$ cat config.mk
export PLATFORM = sky130hd
export DESIGN_NAME = csr_clock_sysref_regs
export DESIGN_NICKNAME = d
export VERILOG_FILES = /design/src/csr_pkg.sv /design/src/csr_clock_sysref_regs.sv /design/src/csr_sample_marker.sv /design/src/csr_sysref_cond.sv
export SDC_FILE = /design/constraint.sdc
export NUM_CORES = 1
export LEC_CHECK = 0
export ABC_CLOCK_PERIOD_IN_PS = 3530
export BUFFER_PORTS_ARGS = -buffer_cell sky130_fd_sc_hd__buf_2
export CAP_MARGIN = 5
export CORE_AREA = 2 2 92 94
export DETAILED_ROUTE_END_ITERATION = 8
export DIE_AREA = 0 0 94 96
export PLACE_DENSITY = 0.83
export SYNTH_ARGS = -nofsm -noshare
export SYNTH_HDL_FRONTEND = slang
export SYNTH_HIERARCHICAL = 1
export SYNTH_SLANG_ARGS = --single-unit
$ cat constraint.sdc
create_clock -name ref_clk -period 3.53 [get_ports ref_clk]
set_input_delay 0.1765 -clock ref_clk [delete_from_list [all_inputs] [get_ports ref_clk]]
set_output_delay 0.1765 -clock ref_clk [all_outputs]
set_load 0.03 [all_outputs]
$ cat src/csr_pkg.sv
package csr_pkg;
	// Register bus geometry
	localparam int CSR_ADDR_W = 8;
	localparam int CSR_DATA_W = 32;

	// Register offsets
	localparam logic [7:0] CSR_OFS_SEL_CTRL = 8'h29;
	localparam logic [7:0] CSR_OFS_CTRL1 = 8'h2a;
	localparam logic [7:0] CSR_OFS_CTRL2 = 8'h2b;
	localparam logic [7:0] CSR_OFS_POS = 8'h2c;
	localparam logic [7:0] CSR_OFS_RANGE_A = 8'h30;

	// Reset values
	localparam logic [7:0] CSR_SEL_CTRL_RST = 8'h00;
	localparam logic [7:0] CSR_CTRL1_RST = 8'h00;
	localparam logic [7:0] CSR_CTRL2_RST = 8'h11;
	localparam logic [23:0] CSR_POS_RST = 24'h000000;
	localparam logic [15:0] CSR_RANGE_A_RST = 16'ha000;

	// Clock control 1 fields
	localparam int CSR_C1_INVERT_BIT = 0;
	localparam int CSR_C1_SREF_DC_BIT = 1;
	localparam int CSR_C1_DEVCLK_DC_BIT = 2;
	localparam int CSR_C1_MARKER_BIT = 3;

	// Clock control 2 fields
	localparam int CSR_C2_DELAY_LSB = 0;
	localparam int CSR_C2_DELAY_MSB = 1;
	localparam int CSR_C2_NOISE_BIT = 2;
	localparam int CSR_C2_GAIN_BIT = 4;

	// Delay selection field in the select control register
	localparam int CSR_SEL_LSB = 0;
	localparam int CSR_SEL_MSB = 3;

	// Field widths
	localparam int CSR_POS_W = 24;
	localparam int CSR_RANGE_W = 16;
	localparam int CSR_DECIM_W = 6;

	// Range code landmarks
	localparam logic [15:0] CSR_RANGE_MIN_REC = 16'h2000;

	// Decimation factor meaning bypass
	localparam logic [5:0] CSR_DECIM_BYPASS = 6'h01;

	// Pin synchroniser depth
	localparam int CSR_SYNC_STAGES = 2;
endpackage

$ cat src/csr_clock_sysref_regs.sv
// The plain strobed port was left to the implementer.
`timescale 1ns/1ns
`default_nettype none
// Function
// Marker in sample LSB when both enables set
// Marker only with decimation factor one
// Polarity bit inverts SYSREF before alignment
// Bit 2 selects DC-coupled device clock receiver
// Bit 1 selects DC-coupled SYSREF receiver
// Level converter gain bit, resets high
// Software enables analog supply noise suppression
// Sample clock delay one-hot, resets 0x1
// Read 24-bit SYSREF edge position status
// Software picks delay from position word
// Input A range code, resets 0xa000
// Software avoids range codes below 0x2000
// Control 2 resets 0x11, control 1 0x00
// Delay select picks detector capture delay
// Reserved control bits stored, read back, inert
module csr_clock_sysref_regs
	import csr_pkg::*;
#(
	parameter int SAMPLE_W = 12
) (
	input wire logic ref_clk,
	input wire logic reset,
	input wire logic [CSR_ADDR_W-1:0] reg_addr,
	input wire logic [CSR_DATA_W-1:0] reg_wdata,
	input wire logic reg_wr,
	input wire logic reg_rd,
	output logic [CSR_DATA_W-1:0] reg_rdata,
	input wire logic sysref_pin,
	input wire logic sample_marker_output_enable,
	input wire logic [CSR_DECIM_W-1:0] decim_factor,
	input wire logic [SAMPLE_W-1:0] sample_in,
	output logic [SAMPLE_W-1:0] sample_out,
	output logic sysref_aligned,
	input wire logic [CSR_POS_W-1:0] sysref_edge_position_in,
	output logic [CSR_SEL_MSB:0] sysref_delay_select,
	output logic device_clock_dc_coupled_mode,
	output logic sysref_dc_coupled_mode,
	output logic sysref_polarity_invert,
	output logic sysref_marker_in_lsb_enable,
	output logic level_converter_gain_high,
	output logic analog_supply_noise_suppress,
	output logic [1:0] sample_clock_delay_select,
	output logic [CSR_RANGE_W-1:0] input_a_range_trim,
	output logic input_a_range_low
);

	// Address match helper, shared by write and read decode
	function automatic logic reg_hit(
		input logic [CSR_ADDR_W-1:0] addr,
		input logic [CSR_ADDR_W-1:0] ofs
	);
		reg_hit = (addr == ofs);
	endfunction

	// Two-bit value has exactly one bit set
	function automatic logic is_one_hot2(input logic [1:0] v);
		is_one_hot2 = (v == 2'h1) || (v == 2'h2);
	endfunction

	// Stored control registers
	logic [7:0] sel_ctrl_q; // Holds SYSREF delay selection
	logic [7:0] ctrl1_q; // Clock control 1
	logic [7:0] ctrl2_q; // Clock control 2
	logic [CSR_RANGE_W-1:0] range_a_q; // Input A full-scale code
	logic [CSR_POS_W-1:0] pos_q; // Captured edge position word
	logic range_low_q; // Range code under recommended floor
	logic [CSR_DATA_W-1:0] rdata_q; // Read answer register

	// Decoded write strobes
	logic wr_sel;
	logic wr_c1;
	logic wr_c2;
	logic wr_range;

	// Next value of the delay field
	logic [1:0] delay_d;

	// Write decode, one strobe per writable register; the position word has none
	assign wr_sel = reg_wr && reg_hit(reg_addr, CSR_OFS_SEL_CTRL);
	assign wr_c1 = reg_wr && reg_hit(reg_addr, CSR_OFS_CTRL1);
	assign wr_c2 = reg_wr && reg_hit(reg_addr, CSR_OFS_CTRL2);
	assign wr_range = reg_wr && reg_hit(reg_addr, CSR_OFS_RANGE_A);

	// Delay select register, whole byte stored
	always_ff @(posedge ref_clk or posedge reset) begin
		if (reset) begin
			sel_ctrl_q <= CSR_SEL_CTRL_RST;
		end else if (wr_sel) begin
			// Upper bits kept for readback only
			sel_ctrl_q <= reg_wdata[7:0];
		end
	end

	// Clock control 1, reserved upper nibble stored as written
	always_ff @(posedge ref_clk or posedge reset) begin
		if (reset) begin
			ctrl1_q <= CSR_CTRL1_RST;
		end else if (wr_c1) begin
			ctrl1_q <= reg_wdata[7:0];
		end
	end

	// Delay field accepts only one-hot codes
	always_comb begin
		// Default keeps the present setting
		delay_d = ctrl2_q[CSR_C2_DELAY_MSB:CSR_C2_DELAY_LSB];
		if (is_one_hot2(reg_wdata[CSR_C2_DELAY_MSB:CSR_C2_DELAY_LSB])) begin
			// Legal code goes through
			delay_d = reg_wdata[CSR_C2_DELAY_MSB:CSR_C2_DELAY_LSB];
		end
	end

	// Clock control 2; a bad delay code would leave two or no taps
	// selected, so the field quietly keeps its old value instead
	always_ff @(posedge ref_clk or posedge reset) begin
		if (reset) begin
			ctrl2_q <= CSR_CTRL2_RST;
		end else if (wr_c2) begin
			ctrl2_q <= {reg_wdata[7:2], delay_d};
		end
	end

	// Input A full-scale code; any value accepted
	always_ff @(posedge ref_clk or posedge reset) begin
		if (reset) begin
			range_a_q <= CSR_RANGE_A_RST;
		end else if (wr_range) begin
			range_a_q <= reg_wdata[CSR_RANGE_W-1:0];
		end
	end

	// Flag for codes below the recommended floor; low codes still
	// reach the trim, this only lets software see the hazard
	always_ff @(posedge ref_clk or posedge reset) begin
		if (reset) begin
			range_low_q <= 1'b0;
		end else begin
			range_low_q <= (range_a_q < CSR_RANGE_MIN_REC);
		end
	end

	// Edge position word from the window detector, same clock,
	// so it is captured once per cycle with no synchroniser
	always_ff @(posedge ref_clk or posedge reset) begin
		if (reset) begin
			pos_q <= CSR_POS_RST;
		end else begin
			pos_q <= sysref_edge_position_in;
		end
	end

	// Read answer stands only in the cycle after the strobe
	always_ff @(posedge ref_clk or posedge reset) begin
		if (reset) begin
			rdata_q <= '0;
		end else if (!reg_rd) begin
			// No read: bus idles at zero
			rdata_q <= '0;
		end else if (reg_hit(reg_addr, CSR_OFS_SEL_CTRL)) begin
			rdata_q <= {24'h000000, sel_ctrl_q};
		end else if (reg_hit(reg_addr, CSR_OFS_CTRL1)) begin
			rdata_q <= {24'h000000, ctrl1_q};
		end else if (reg_hit(reg_addr, CSR_OFS_CTRL2)) begin
			rdata_q <= {24'h000000, ctrl2_q};
		end else if (reg_hit(reg_addr, CSR_OFS_POS)) begin
			rdata_q <= {8'h00, pos_q};
		end else if (reg_hit(reg_addr, CSR_OFS_RANGE_A)) begin
			rdata_q <= {16'h0000, range_a_q};
		end else begin
			// Unmapped offsets answer zero
			rdata_q <= '0;
		end
	end

	assign reg_rdata = rdata_q;

	// Static control levels, straight from register bits
	assign sysref_delay_select = sel_ctrl_q[CSR_SEL_MSB:CSR_SEL_LSB];
	assign device_clock_dc_coupled_mode = ctrl1_q[CSR_C1_DEVCLK_DC_BIT];
	assign sysref_dc_coupled_mode = ctrl1_q[CSR_C1_SREF_DC_BIT];
	assign sysref_polarity_invert = ctrl1_q[CSR_C1_INVERT_BIT];
	assign sysref_marker_in_lsb_enable = ctrl1_q[CSR_C1_MARKER_BIT];
	assign level_converter_gain_high = ctrl2_q[CSR_C2_GAIN_BIT];
	// Software is expected to set this; it costs a little power
	assign analog_supply_noise_suppress = ctrl2_q[CSR_C2_NOISE_BIT];
	assign sample_clock_delay_select = ctrl2_q[CSR_C2_DELAY_MSB:CSR_C2_DELAY_LSB];
	assign input_a_range_trim = range_a_q;
	assign input_a_range_low = range_low_q;

	// SYSREF pin crossing and polarity
	csr_sysref_cond i_csr_sysref_cond (
		.ref_clk(ref_clk),
		.reset(reset),
		.sysref_pin(sysref_pin),
		.invert(ctrl1_q[CSR_C1_INVERT_BIT]),
		.sysref_aligned(sysref_aligned)
	);

	// Sample stream with optional SYSREF marker in the LSB
	csr_sample_marker #(
		.SAMPLE_W(SAMPLE_W)
	) i_csr_sample_marker (
		.ref_clk(ref_clk),
		.reset(reset),
		.sample_in(sample_in),
		.sysref_level(sysref_aligned),
		.marker_en(ctrl1_q[CSR_C1_MARKER_BIT]),
		.out_en(sample_marker_output_enable),
		.decim_factor(decim_factor),
		.sample_out(sample_out)
	);

	// Checks on the register side

	a_devclk_mode:
	assert property (@(posedge ref_clk) disable iff (reset)
		wr_c1 |=> device_clock_dc_coupled_mode == $past(reg_wdata[CSR_C1_DEVCLK_DC_BIT]))
	else $error("device clock mode not taken from bit 2");

	a_sysref_dc_mode:
	assert property (@(posedge ref_clk) disable iff (reset)
		wr_c1 |=> sysref_dc_coupled_mode == $past(reg_wdata[CSR_C1_SREF_DC_BIT]))
	else $error("sysref receiver mode not taken from bit 1");

	a_gain_hold:
	assert property (@(posedge ref_clk) disable iff (reset)
		!wr_c2 |=> $stable(level_converter_gain_high))
	else $error("gain changed without a write");

	a_gain_write:
	assert property (@(posedge ref_clk) disable iff (reset)
		wr_c2 |=> level_converter_gain_high == $past(reg_wdata[CSR_C2_GAIN_BIT]))
	else $error("gain not taken from bit 4");

	a_delay_one_hot:
	assert property (@(posedge ref_clk) disable iff (reset)
		is_one_hot2(sample_clock_delay_select))
	else $error("sample clock delay not one-hot");

	a_position_read:
	assert property (@(posedge ref_clk) disable iff (reset)
		reg_rd && reg_hit(reg_addr, CSR_OFS_POS)
		|=> reg_rdata == {8'h00, $past(pos_q)} ##1 reg_rdata == '0 || $past(reg_rd))
	else $error("position word read wrong");

	a_position_track:
	assert property (@(posedge ref_clk) disable iff (reset)
		!reset |=> pos_q == $past(sysref_edge_position_in))
	else $error("position word not captured");

	a_range_write:
	assert property (@(posedge ref_clk) disable iff (reset)
		wr_range |=> input_a_range_trim == $past(reg_wdata[15:0]))
	else $error("range code not stored");

	a_reset_values:
	assert property (@(posedge ref_clk)
		$fell(reset) |-> ctrl2_q == 8'h11 && ctrl1_q == 8'h00 && range_a_q == 16'ha000)
	else $error("control reset values wrong");

	a_delay_select:
	assert property (@(posedge ref_clk) disable iff (reset)
		wr_sel |=> sysref_delay_select == $past(reg_wdata[3:0]))
	else $error("sysref delay select not stored");

	a_reserved_rb:
	assert property (@(posedge ref_clk) disable iff (reset)
		wr_c1 ##1 (reg_rd && reg_hit(reg_addr, CSR_OFS_CTRL1) && !reg_wr)
		|=> reg_rdata[7:0] == $past(reg_wdata[7:0], 2))
	else $error("clock control 1 readback differs");

	// Registers only move on their own write strobe
	a_ctrl1_hold:
	assert property (@(posedge ref_clk) disable iff (reset)
		!wr_c1 |=> $stable(ctrl1_q))
	else $error("clock control 1 changed without a write");

	a_ctrl2_hold:
	assert property (@(posedge ref_clk) disable iff (reset)
		!wr_c2 |=> $stable(ctrl2_q))
	else $error("clock control 2 changed without a write");

	a_range_hold:
	assert property (@(posedge ref_clk) disable iff (reset)
		!wr_range |=> $stable(input_a_range_trim))
	else $error("range code changed without a write");

	a_sel_hold:
	assert property (@(posedge ref_clk) disable iff (reset)
		!wr_sel |=> $stable(sel_ctrl_q))
	else $error("delay select changed without a write");

	// Each used control bit lands on its own output, reserved bits stay in the register
	a_polarity_bit:
	assert property (@(posedge ref_clk) disable iff (reset)
		wr_c1 |=> sysref_polarity_invert == $past(reg_wdata[CSR_C1_INVERT_BIT]))
	else $error("polarity not taken from bit 0");

	a_marker_bit:
	assert property (@(posedge ref_clk) disable iff (reset)
		wr_c1 |=> sysref_marker_in_lsb_enable == $past(reg_wdata[CSR_C1_MARKER_BIT]))
	else $error("marker enable not taken from bit 3");

	a_ctrl1_reserved:
	assert property (@(posedge ref_clk) disable iff (reset)
		wr_c1 |=> ctrl1_q[7:4] == $past(reg_wdata[7:4]))
	else $error("clock control 1 reserved bits not stored");

	a_noise_bit:
	assert property (@(posedge ref_clk) disable iff (reset)
		wr_c2 |=> analog_supply_noise_suppress == $past(reg_wdata[CSR_C2_NOISE_BIT]))
	else $error("noise suppress not taken from bit 2");

	// A legal delay code is taken, any other leaves the taps alone
	a_delay_write:
	assert property (@(posedge ref_clk) disable iff (reset)
		wr_c2 && is_one_hot2(reg_wdata[CSR_C2_DELAY_MSB:CSR_C2_DELAY_LSB])
		|=> sample_clock_delay_select == $past(reg_wdata[CSR_C2_DELAY_MSB:CSR_C2_DELAY_LSB]))
	else $error("one-hot delay code not stored");

	a_delay_keep:
	assert property (@(posedge ref_clk) disable iff (reset)
		wr_c2 && !is_one_hot2(reg_wdata[CSR_C2_DELAY_MSB:CSR_C2_DELAY_LSB])
		|=> $stable(sample_clock_delay_select))
	else $error("bad delay code changed the taps");

	// Read answer stands for one cycle and is zero otherwise
	a_rdata_idle:
	assert property (@(posedge ref_clk) disable iff (reset)
		!reg_rd |=> reg_rdata == '0)
	else $error("read data not idle without a read");

	a_range_read:
	assert property (@(posedge ref_clk) disable iff (reset)
		reg_rd && reg_hit(reg_addr, CSR_OFS_RANGE_A) |=> reg_rdata == {16'h0000, $past(range_a_q)})
	else $error("range code read wrong");

	a_ctrl2_read:
	assert property (@(posedge ref_clk) disable iff (reset)
		reg_rd && reg_hit(reg_addr, CSR_OFS_CTRL2) |=> reg_rdata == {24'h000000, $past(ctrl2_q)})
	else $error("clock control 2 read wrong");

	// Low-range flag trails the stored code by one cycle
	a_range_low:
	assert property (@(posedge ref_clk) disable iff (reset)
		!reset |=> input_a_range_low == ($past(range_a_q) < CSR_RANGE_MIN_REC))
	else $error("range low flag wrong");

endmodule
`default_nettype wire

$ cat src/csr_sample_marker.sv
`timescale 1ns/1ns
`default_nettype none
module csr_sample_marker
	import csr_pkg::*;
#(
	parameter int SAMPLE_W = 12
) (
	input wire logic ref_clk,
	input wire logic reset,
	input wire logic [SAMPLE_W-1:0] sample_in,
	input wire logic sysref_level,
	input wire logic marker_en,
	input wire logic out_en,
	input wire logic [CSR_DECIM_W-1:0] decim_factor,
	output logic [SAMPLE_W-1:0] sample_out
);
	// Marker only legal when decimation is bypassed
	logic mark_now;
	logic [SAMPLE_W-1:0] sample_q;

	assign mark_now = marker_en && out_en && (decim_factor == CSR_DECIM_BYPASS);

	// Registered sample stream, LSB replaced when marking
	always_ff @(posedge ref_clk or posedge reset) begin
		if (reset) begin
			sample_q <= '0;
		end else if (mark_now) begin
			sample_q <= {sample_in[SAMPLE_W-1:1], sysref_level};
		end else begin
			sample_q <= sample_in;
		end
	end

	assign sample_out = sample_q;

	a_marker_lsb:
	assert property (@(posedge ref_clk) disable iff (reset)
		mark_now |=> sample_out[0] == $past(sysref_level)
			&& sample_out[SAMPLE_W-1:1] == $past(sample_in[SAMPLE_W-1:1]))
	else $error("marker not carried in sample lsb");

	a_decim_bypass:
	assert property (@(posedge ref_clk) disable iff (reset)
		!reset && (decim_factor != CSR_DECIM_BYPASS) |=> sample_out == $past(sample_in))
	else $error("sample altered while decimating");
endmodule
`default_nettype wire

$ cat src/csr_sysref_cond.sv
`timescale 1ns/1ns
`default_nettype none
module csr_sysref_cond
	import csr_pkg::*;
(
	input wire logic ref_clk,
	input wire logic reset,
	input wire logic sysref_pin,
	input wire logic invert,
	output logic sysref_aligned
);
	// Two-stage synchroniser; first stage feeds only the second
	logic sync1_q;
	logic sync2_q;
	logic aligned_q;

	// Pin arrives from outside the clock domain
	always_ff @(posedge ref_clk or posedge reset) begin
		if (reset) begin
			sync1_q <= 1'b0;
			sync2_q <= 1'b0;
		end else begin
			sync1_q <= sysref_pin;
			sync2_q <= sync1_q;
		end
	end

	// Polarity applied after the crossing
	always_ff @(posedge ref_clk or posedge reset) begin
		if (reset) begin
			aligned_q <= 1'b0;
		end else begin
			aligned_q <= sync2_q ^ invert;
		end
	end

	assign sysref_aligned = aligned_q;

	a_polarity_inv:
	// Only once the pin has walked through both stages since reset
	assert property (@(posedge ref_clk) disable iff (reset)
		!$past(reset) && !$past(reset, 2) && !$past(reset, 3)
		|-> sysref_aligned == ($past(sysref_pin, 3) ^ $past(invert)))
	else $error("sysref polarity path wrong");
endmodule
`default_nettype wire
==> key figures, run 1 <==
Critical path
  • Reg2reg end: reg_rdata[7]$_DFF_PP0_
  • CP delay by family, top: simple AND/OR/NAND/NOR gates
  • WP data arrival: 2080 ps
  • Crit path cell chain: buf_2, nor2_1, and3_1, nand2_4, mux2_1
  • CP Class: input pin to flip-flop
  • Crit-path max FO: 16
  • Startpoint types: input pin
  • Register-to-register setup slack: 2280 ps
  • Crit. path cell count: 5
  • CP Launch Point: reg_addr[1]
  • WP buf/inv: 1
  • CP Capture Type: flip-flop
  • Required time worst endpoint: 3780 ps
  • Reg2reg start: pos_q[7]$_DFF_PP0_
  • Slowest stage delay, CP: 570 ps
  • Critical Path Sink: input_a_range_trim[9]$_DFFE_PP0P_
  • Reg2reg path depth: 4
  • CP max-delay cell: and3_1

GRT
  • Largest net degree at the start of global routing: 49
  • Overflow after GRT: 0
  • Vias in the first global route: 3,075
  • First-pass GRT wire length: 15,060 um
  • Antenna violations before repair: 0
  • GRT Total Usage: 0.2237

CTS
  • # resized after CTS: 0
  • Sink Count: 104
  • Post-CTS Setup Bufs: 0
  • Num CTS Buffers: 9
  • # H-tree levels: 3
  • TritonCTS clock tree: done
  • Maximum clock path buffer count: 2
  • Worst-path clk slew: 100 ps
  • Hold buffers post-CTS: 37
  • Clk Latency, worst-skew pair: 360 ps
  • Clock tree root buffer cell: clkbuf_8

Synth
  • Synth top area cells: dfrtp_1, mux2_1, mux2_4
  • Register area share after synthesis: 0.6428
  • Syn Area/Cell: 13.39 sq um
  • Post-synth top area share: 0.6169
  • Warnings from Yosys: 6
  • Cell taking the most area after synthesis: dfrtp_1
  • FF+latch count, synth: 104
  • Count of cell types in the netlist: 41
  • Cell Area, Synth: 4056 sq um
  • Gate Count Post-Synth: 303

Place
  • Port-buffer cells: 137
  • Setup Slack @ Placement: 1298 ps
  • Cell Count Post-Placement: 527
  • GP Congestion: 0.8048
  • DP Wirelength: 6619 um

Drt
  • Drt pass-1 iters: 4
  • Final antenna-violating net count: 0
  • Total wire length: 9547 um
  • Vias post-DR: 3,000
  • WL/cell: 16.46 um
  • Initial DRC Count: 122
  • Via/cell ratio: 5.172
  • DRC viols: 0

Hold path
  • Min-delay worst type: input pin to flip-flop

Pwr
  • Clock power frac: 0.346
  • Combinational power share: 0.113
  • Sequential share of power: 0.542
  • VDD IR-drop max: 0.2079 mV
  • Internal: 1.759 mW
  • Sw frac: 0.2443
  • Pwr dens: 436.1 nW/um^2
  • NetSw: 568.5 uW
  • Leak Pwr: 2.909 nW

Die
  • Die span in y: 96 um
  • Die Area: 9024 sq um
  • Rows: 33
  • I/O pin cnt: 162
  • Core Box Area: 8051 sq um
  • Die width: 94 um
  • Initial Util: 0.5038

STA
  • Final WS setup: 1696 ps
  • Slew Viols, Final: 0
  • Final Hold Fails: 0
  • Slew headroom: 0.5692
  • Final TNS setup: 0 ps
  • Period minus WS final: 1834 ps
  • Hold WS: 29.82 ps
  • Worst-margin pin slew: 643.9 ps
  • Final setup violation count: 0
  • Max Clock Skew: 9.950 ps
  • Final period util: 0.5194
  • RSZ-0062 raised after global routing: no
  • Fmax: 0.5454 GHz

Final layout
  • Layout cell share with drive strength beyond 1: 0.3789
  • Layout Cells excl Fill: 580
  • Area of the multi-input gates: 1255 sq um
  • Area growth syn-to-layout: 31.55%
  • Register Area: 2608 sq um
  • Fillers: 602
  • Antenna fix cells: 0
  • Final net count: 558

Flow run
  • MaxCap Viol Count: 0

Outcome
  • Status: completed
==> final cells by class <==
cell class              instances  share of cell area
flip-flops and latches        104              0.4886
multi-input cells             166              0.2352
repair buffers                176              0.2007
clock buffers                  11             0.02649
well taps                     105             0.02462
clock inverters                 5             0.01501
inverters                      13            0.009379
==> cell usage after synthesis, drive strengths merged <==
| cell | number |
|---|---|
| a21boi | 1 |
| a21o | 8 |
| a21oi | 2 |
| a221oi | 8 |
| a22oi | 8 |
| a31oi | 8 |
| and3 | 10 |
| and3b | 2 |
| buf | 21 |
| clkbuf | 6 |
| conb | 1 |
| dfrtp | 100 |
| dfstp | 4 |
| inv | 13 |
| mux2 | 33 |
| nand2 | 22 |
| nand2b | 3 |
| nand3b | 1 |
| nand4 | 1 |
| nor2 | 14 |
| nor3 | 3 |
| nor3b | 2 |
| nor4 | 1 |
| nor4b | 1 |
| o211ai | 8 |
| o21ai | 9 |
| o22a | 1 |
| o22ai | 8 |
| or3b | 2 |
| or4 | 1 |
| xor2 | 1 |
==> state kept, by name, summed over array words and instances, names as in the netlist <==
name and cells:
ctrl1_q 8, ctrl2_q 8, i_csr_sample_marker/sample_out 12, i_csr_sysref_cond/sync1_q 1
i_csr_sysref_cond/sync2_q 1, i_csr_sysref_cond/sysref_aligned 1, input_a_range_low 1, input_a_range_trim 16
pos_q 24, reg_rdata 24, sel_ctrl_q 8
==> layout by cell type (no fill, tap or decap), drive strengths merged, types with 3 or more instances in the layout <==
cell / n
a21o: 8
a221oi: 8
a22oi: 8
a31oi: 8
and3: 10
buf: 139
clkbuf: 11
conb: 8
dfrtp: 100
dfstp: 4
dlygate4sd3: 37
inv: 12
mux2: 33
nand2: 22
nand2b: 3
nor2: 14
nor3: 3
o211ai: 8
o21ai: 9
o22ai: 8
==> through the flow <==
stage | power, mW | instance area (sq um) | util
3_3_place_gp | 1.507 | 4745 | 0.5893
4_1_cts | 2.343 | 5336 | 0.6628
3_5_place_dp | 1.515 | 4745 | 0.5893
6_report | 2.327 | 5336 | 0.6628
5_1_grt | 2.432 | 5336 | 0.6628
2_1_floorplan | 1.426 | 4083 | -
==> kinds of logic after synthesis <==
| kind of cell | count (synthesis) | synth area share |
|---|---|---|
| compound gates | 61 | 0.1040 |
| buf+inv | 40 | 0.05429 |
| mux | 33 | 0.1009 |
| simple gates | 63 | 0.09501 |
| xor+xnor | 1 | 0.002160 |
| flops | 104 | 0.6428 |
| other cells | 1 | 0.0009245 |
==> worst min path at each step <==
stage            startpoint                                     endpoint  slack [ps]  cells past startpoint
6_report       reg_wdata[4]                       ctrl2_q[4]$_DFFE_PP1P_          30                      3
3_3_place_gp          reset   i_csr_sysref_cond/sysref_aligned$_DFF_PP0_          70                      2
5_1_grt        sample_in[0]  i_csr_sample_marker/sample_out[0]$_DFF_PP0_          20                      2
4_1_cts        reg_wdata[4]                       ctrl2_q[4]$_DFFE_PP1P_          20                      3
2_1_floorplan         reset          i_csr_sysref_cond/sync1_q$_DFF_PP0_         -70                      1
3_5_place_dp          reset          i_csr_sysref_cond/sync1_q$_DFF_PP0_          90                      2
==> worst min-delay path, cell delays in order <==
cell and delay, ps:
buf_2 120, nand2_1 50, nand2_1 50
==> layer usage <==
metal	vias to the layer above	GRT usage	wire (um)	part of all wire
met5	-	0	0	0
met3	23	0.04150	602	0.063
met4	0	0.1220	300	0.031
met1	1460	0.2818	3883	0.41
li1	1379	-	-	-
met2	138	0.3685	4761	0.50
==> power by group through the flow <==
stage / logic (mW) / clock network (mW) / registers (mW)
2_1_floorplan: 0.101 / 0 / 1.32
3_3_place_gp: 0.225 / 0 / 1.28
3_5_place_dp: 0.231 / 0 / 1.28
4_1_cts: 0.263 / 0.820 / 1.26
5_1_grt: 0.285 / 0.881 / 1.27
6_report: 0.262 / 0.804 / 1.26
No activity file was read; power rests on OpenSTA's default activity.
==> run 2: changes to the inputs <==
--- a/config.mk
+++ b/config.mk
@@ -5,13 +5,13 @@
 export SDC_FILE = /design/constraint.sdc
 export NUM_CORES = 1
 export LEC_CHECK = 0
-export ABC_CLOCK_PERIOD_IN_PS = 3530
+export ABC_CLOCK_PERIOD_IN_PS = 1700
 export BUFFER_PORTS_ARGS = -buffer_cell sky130_fd_sc_hd__buf_2
 export CAP_MARGIN = 5
-export CORE_AREA = 2 2 92 94
+export CORE_AREA = 2 2 95 97
 export DETAILED_ROUTE_END_ITERATION = 8
-export DIE_AREA = 0 0 94 96
-export PLACE_DENSITY = 0.83
+export DIE_AREA = 0 0 97 99
+export PLACE_DENSITY = 0.78
 export SYNTH_ARGS = -nofsm -noshare
 export SYNTH_HDL_FRONTEND = slang
 export SYNTH_HIERARCHICAL = 1
==> constraint.sdc (replaced) <==
create_clock -name ref_clk -period 1.7 [get_ports ref_clk]
set_input_delay 0.085 -clock ref_clk [delete_from_list [all_inputs] [get_ports ref_clk]]
set_output_delay 0.085 -clock ref_clk [all_outputs]
set_load 0.03 [all_outputs]
==> run 2 against run 1 <==
  * Die area increased by 6.4%
  * Critical path depth stayed put
  * Routed wire length grew 5.7%
  * Clock skew grew 0.67 ps
  * Non-clock buffer count is 32 higher
  * Core utilization decreased by 0.42 points
  * Register-to-register slack got worse by 1700 ps
  * Total power is 110% higher
  * Via count is 2.8% higher
  * Global-route usage decreased by 0.81 points
  * Worst hold slack gained 8.7 ps
  * Critical path type unchanged
  * Critical endpoint is now ctrl2_q[1]$_DFFE_PP0P_
  * Largest cell class unchanged
  * Highest routed layer unchanged
==> key figures, run 2 (synthesis results as in run 1) <==
Hold path
  • Hold depth: 2 (-1)
  • Hold_sp: reg_wdata[1]
  • Hold Path End: ctrl1_q[1]$_DFFE_PP0P_
  • Min-delay worst type: input pin to flip-flop

CTS
  • Maximum clock path buffer count: 2 (unchanged)
  • Clk Latency, worst-skew pair: 360 ps (about the same)
  • # H-tree levels: 3 (unchanged)
  • Worst-path clk slew: 100 ps (about the same)
  • # resized after CTS: 0 (unchanged)
  • TritonCTS clock tree: done
  • Clock tree root buffer cell: clkbuf_8
  • Num CTS Buffers: 9 (unchanged)
  • Sink Count: 104 (unchanged)

Critical path
  • CP delay by family, top: simple AND/OR/NAND/NOR gates
  • Reg2reg path depth: 4 (unchanged)
  • Reg2reg end: reg_rdata[7]$_DFF_PP0_
  • Crit path cell chain: buf_2, or3b_1, or4_1, o21ai_1, a21oi_1
  • Register-to-register setup slack: 570 ps (-1710 ps)
  • Slowest stage delay, CP: 710 ps (+140 ps)
  • Crit-path max FO: 8 (-8)
  • WP data arrival: 1610 ps (-470 ps)
  • CP Capture Type: flip-flop
  • CP max-delay cell: or4_1
  • Startpoint types: input pin
  • Required time worst endpoint: 1960 ps (-1820 ps)
  • Reg2reg start: pos_q[7]$_DFF_PP0_
  • Crit. path cell count: 5 (unchanged)
  • CP Class: input pin to flip-flop
  • WP buf/inv: 1 (unchanged)

Final layout
  • Layout cell share with drive strength beyond 1: 0.3866 (+0.007640)
  • Antenna fix cells: 0 (unchanged)
  • Fillers: 652 (+8.3%)
  • Design area: 5632 sq um (+5.5%)
  • Final core occ: 0.6586 (-0.004163)
  • Final net count: 590 (+5.7%)
  • Commonest non-fill, non-tap cells in the layout: buf_2, dfrtp_1, dlygate4sd3_1, mux2_1, nand2_1
  • Layout Cells excl Fill: 615 (+6.0%)
  • Area growth syn-to-layout: 38.83%
  • Most common cell after layout, fill and taps aside: buf_2

Place
  • Setup Slack @ Placement: -20.25 ps (-1318 ps)
  • GP Congestion: 0.7674 (-4.6%)
  • Port-buffer cells: 137 (unchanged)
  • DP Wirelength: 6905 um (+4.3%)
  • Placed Area: 4896 sq um (+3.2%)
  • Cell Count Post-Placement: 546 (+3.6%)

STA
  • Hold WS: 38.53 ps (+8.716 ps)
  • Worst-margin pin slew: 569.2 ps (-74.69 ps)
  • Final WS setup: 349.8 ps (-1347 ps)
  • RSZ-0062 raised after global routing: no
  • Fmax: 0.7406 GHz
  • Final setup violation count: 0 (unchanged)
  • Period minus WS final: 1350 ps
  • Slew headroom: 0.6197 (+0.05058)
  • Final Hold Fails: 0 (unchanged)
  • Max Clock Skew: 10.62 ps (+0.6707 ps)
  • Final period util: 0.7942
  • Slew Viols, Final: 0 (unchanged)

Die
  • I/O pin cnt: 162 (unchanged)
  • Rows: 34 (+3.0%)
  • Core Box Area: 8551 sq um (+6.2%)
  • Die Area: 9603 sq um (+6.4%)
  • Die width: 97 um (+3.2%)
  • Initial Util: 0.4744 (-0.02941)
  • Die span in y: 99 um (+3.1%)

Drt
  • Drt pass-1 iters: 4 (unchanged)
  • Initial DRC Count: 111 (-9.0%)
  • Final antenna-violating net count: 0 (unchanged)
  • Total wire length: 10,090 um (+5.7%)
  • Via/cell ratio: 5.013 (-3.1%)
  • Vias post-DR: 3,083 (+2.8%)
  • DRC viols: 0 (unchanged)
  • WL/cell: 16.41 um (-0.31%)

Pwr
  • VDD IR-drop max: 0.4262 mV (+110%)
  • Leak Pwr: 3.055 nW (+5.0%)
  • Pwr dens: 850.9 nW/um^2 (+95%)

GRT
  • First-pass GRT wire length: 16,240 um (+7.9%)
  • Overflow after GRT: 0 (unchanged)
  • Antenna violations before repair: 0 (unchanged)
  • Vias in the first global route: 3,255 (+5.9%)
  • Largest net degree at the start of global routing: 32 (-35%)
  • GRT Total Usage: 0.2156 (-0.008104)

Flow run
  • MaxCap Viol Count: 0 (unchanged)

Outcome
  • Status: completed
run 2: cell types whose count changed in the layout (fill, tap and decap cells not counted), sizes merged:
cell / before / now
buf: 139 / 155
bufinv: 2 / 1
dlygate4sd3: 37 / 53
inv: 12 / 13
run 2: where the power goes:
group          internal, mW  switching [mW]
Clock                 0.733           0.839
Sequential             2.57          0.0477
Combinational         0.260           0.342
run 2: how the worst max path moves through the flow:
| stage | slack [ps] | end | from |
|---|---|---|---|
| after global routing | 300 | reg_rdata[13]$_DFF_PP0_ | reg_addr[7] |
| after detailed placement | -20 | ctrl2_q[1]$_DFFE_PP0P_ | reg_addr[7] |
| after CTS | 390 | ctrl2_q[1]$_DFFE_PP0P_ | reg_addr[7] |
| final | 350 | ctrl2_q[1]$_DFFE_PP0P_ | reg_addr[7] |
| after global placement | 20 | ctrl2_q[1]$_DFFE_PP0P_ | reg_addr[7] |
| after floorplan | 150 | ctrl2_q[1]$_DFFE_PP0P_ | reg_addr[7] |
run 2: repair_timing:
action,CTS,global route
hold buffers,53,0
hold endpoints to repair,103,0
setup buffers,0,0
run 2: per-layer routing:
layer,up-vias,routed length [um],share of wire,GRT usage
li1,1440,-,-,-
met1,1495,4062,0.40,0.2686
met2,128,5163,0.51,0.3600
met3,20,642,0.064,0.05532
met4,0,224,0.022,0.09209
met5,-,0,0,0
run 2: worst reg2reg max path: stages, from the launching register on:
cell and delay, ps:
dfrtp_1 330, inv_1 40, a31oi_1 190, o211ai_1 140, a221oi_1 330
run 2: final cells by class:
class                           instances  area [sq um]  share of cell area
Inverter                               13         52.55            0.009331
Timing Repair Buffer                  208          1376              0.2444
Multi-Input combinational cell        166          1255              0.2228
Clock inverter                          5         63.81             0.01133
Clock buffer                           11         141.4             0.02511
Sequential cell                       104          2608              0.4630
Tap cell                              108         135.1             0.02399
run 2: stage by stage:
stage	power (mW)	setup TNS (ps)
2_1_floorplan	2.962	0
5_1_grt	4.996	0
4_1_cts	4.850	0
6_report	4.792	0
3_3_place_gp	3.156	0
3_5_place_dp	3.174	-20.25
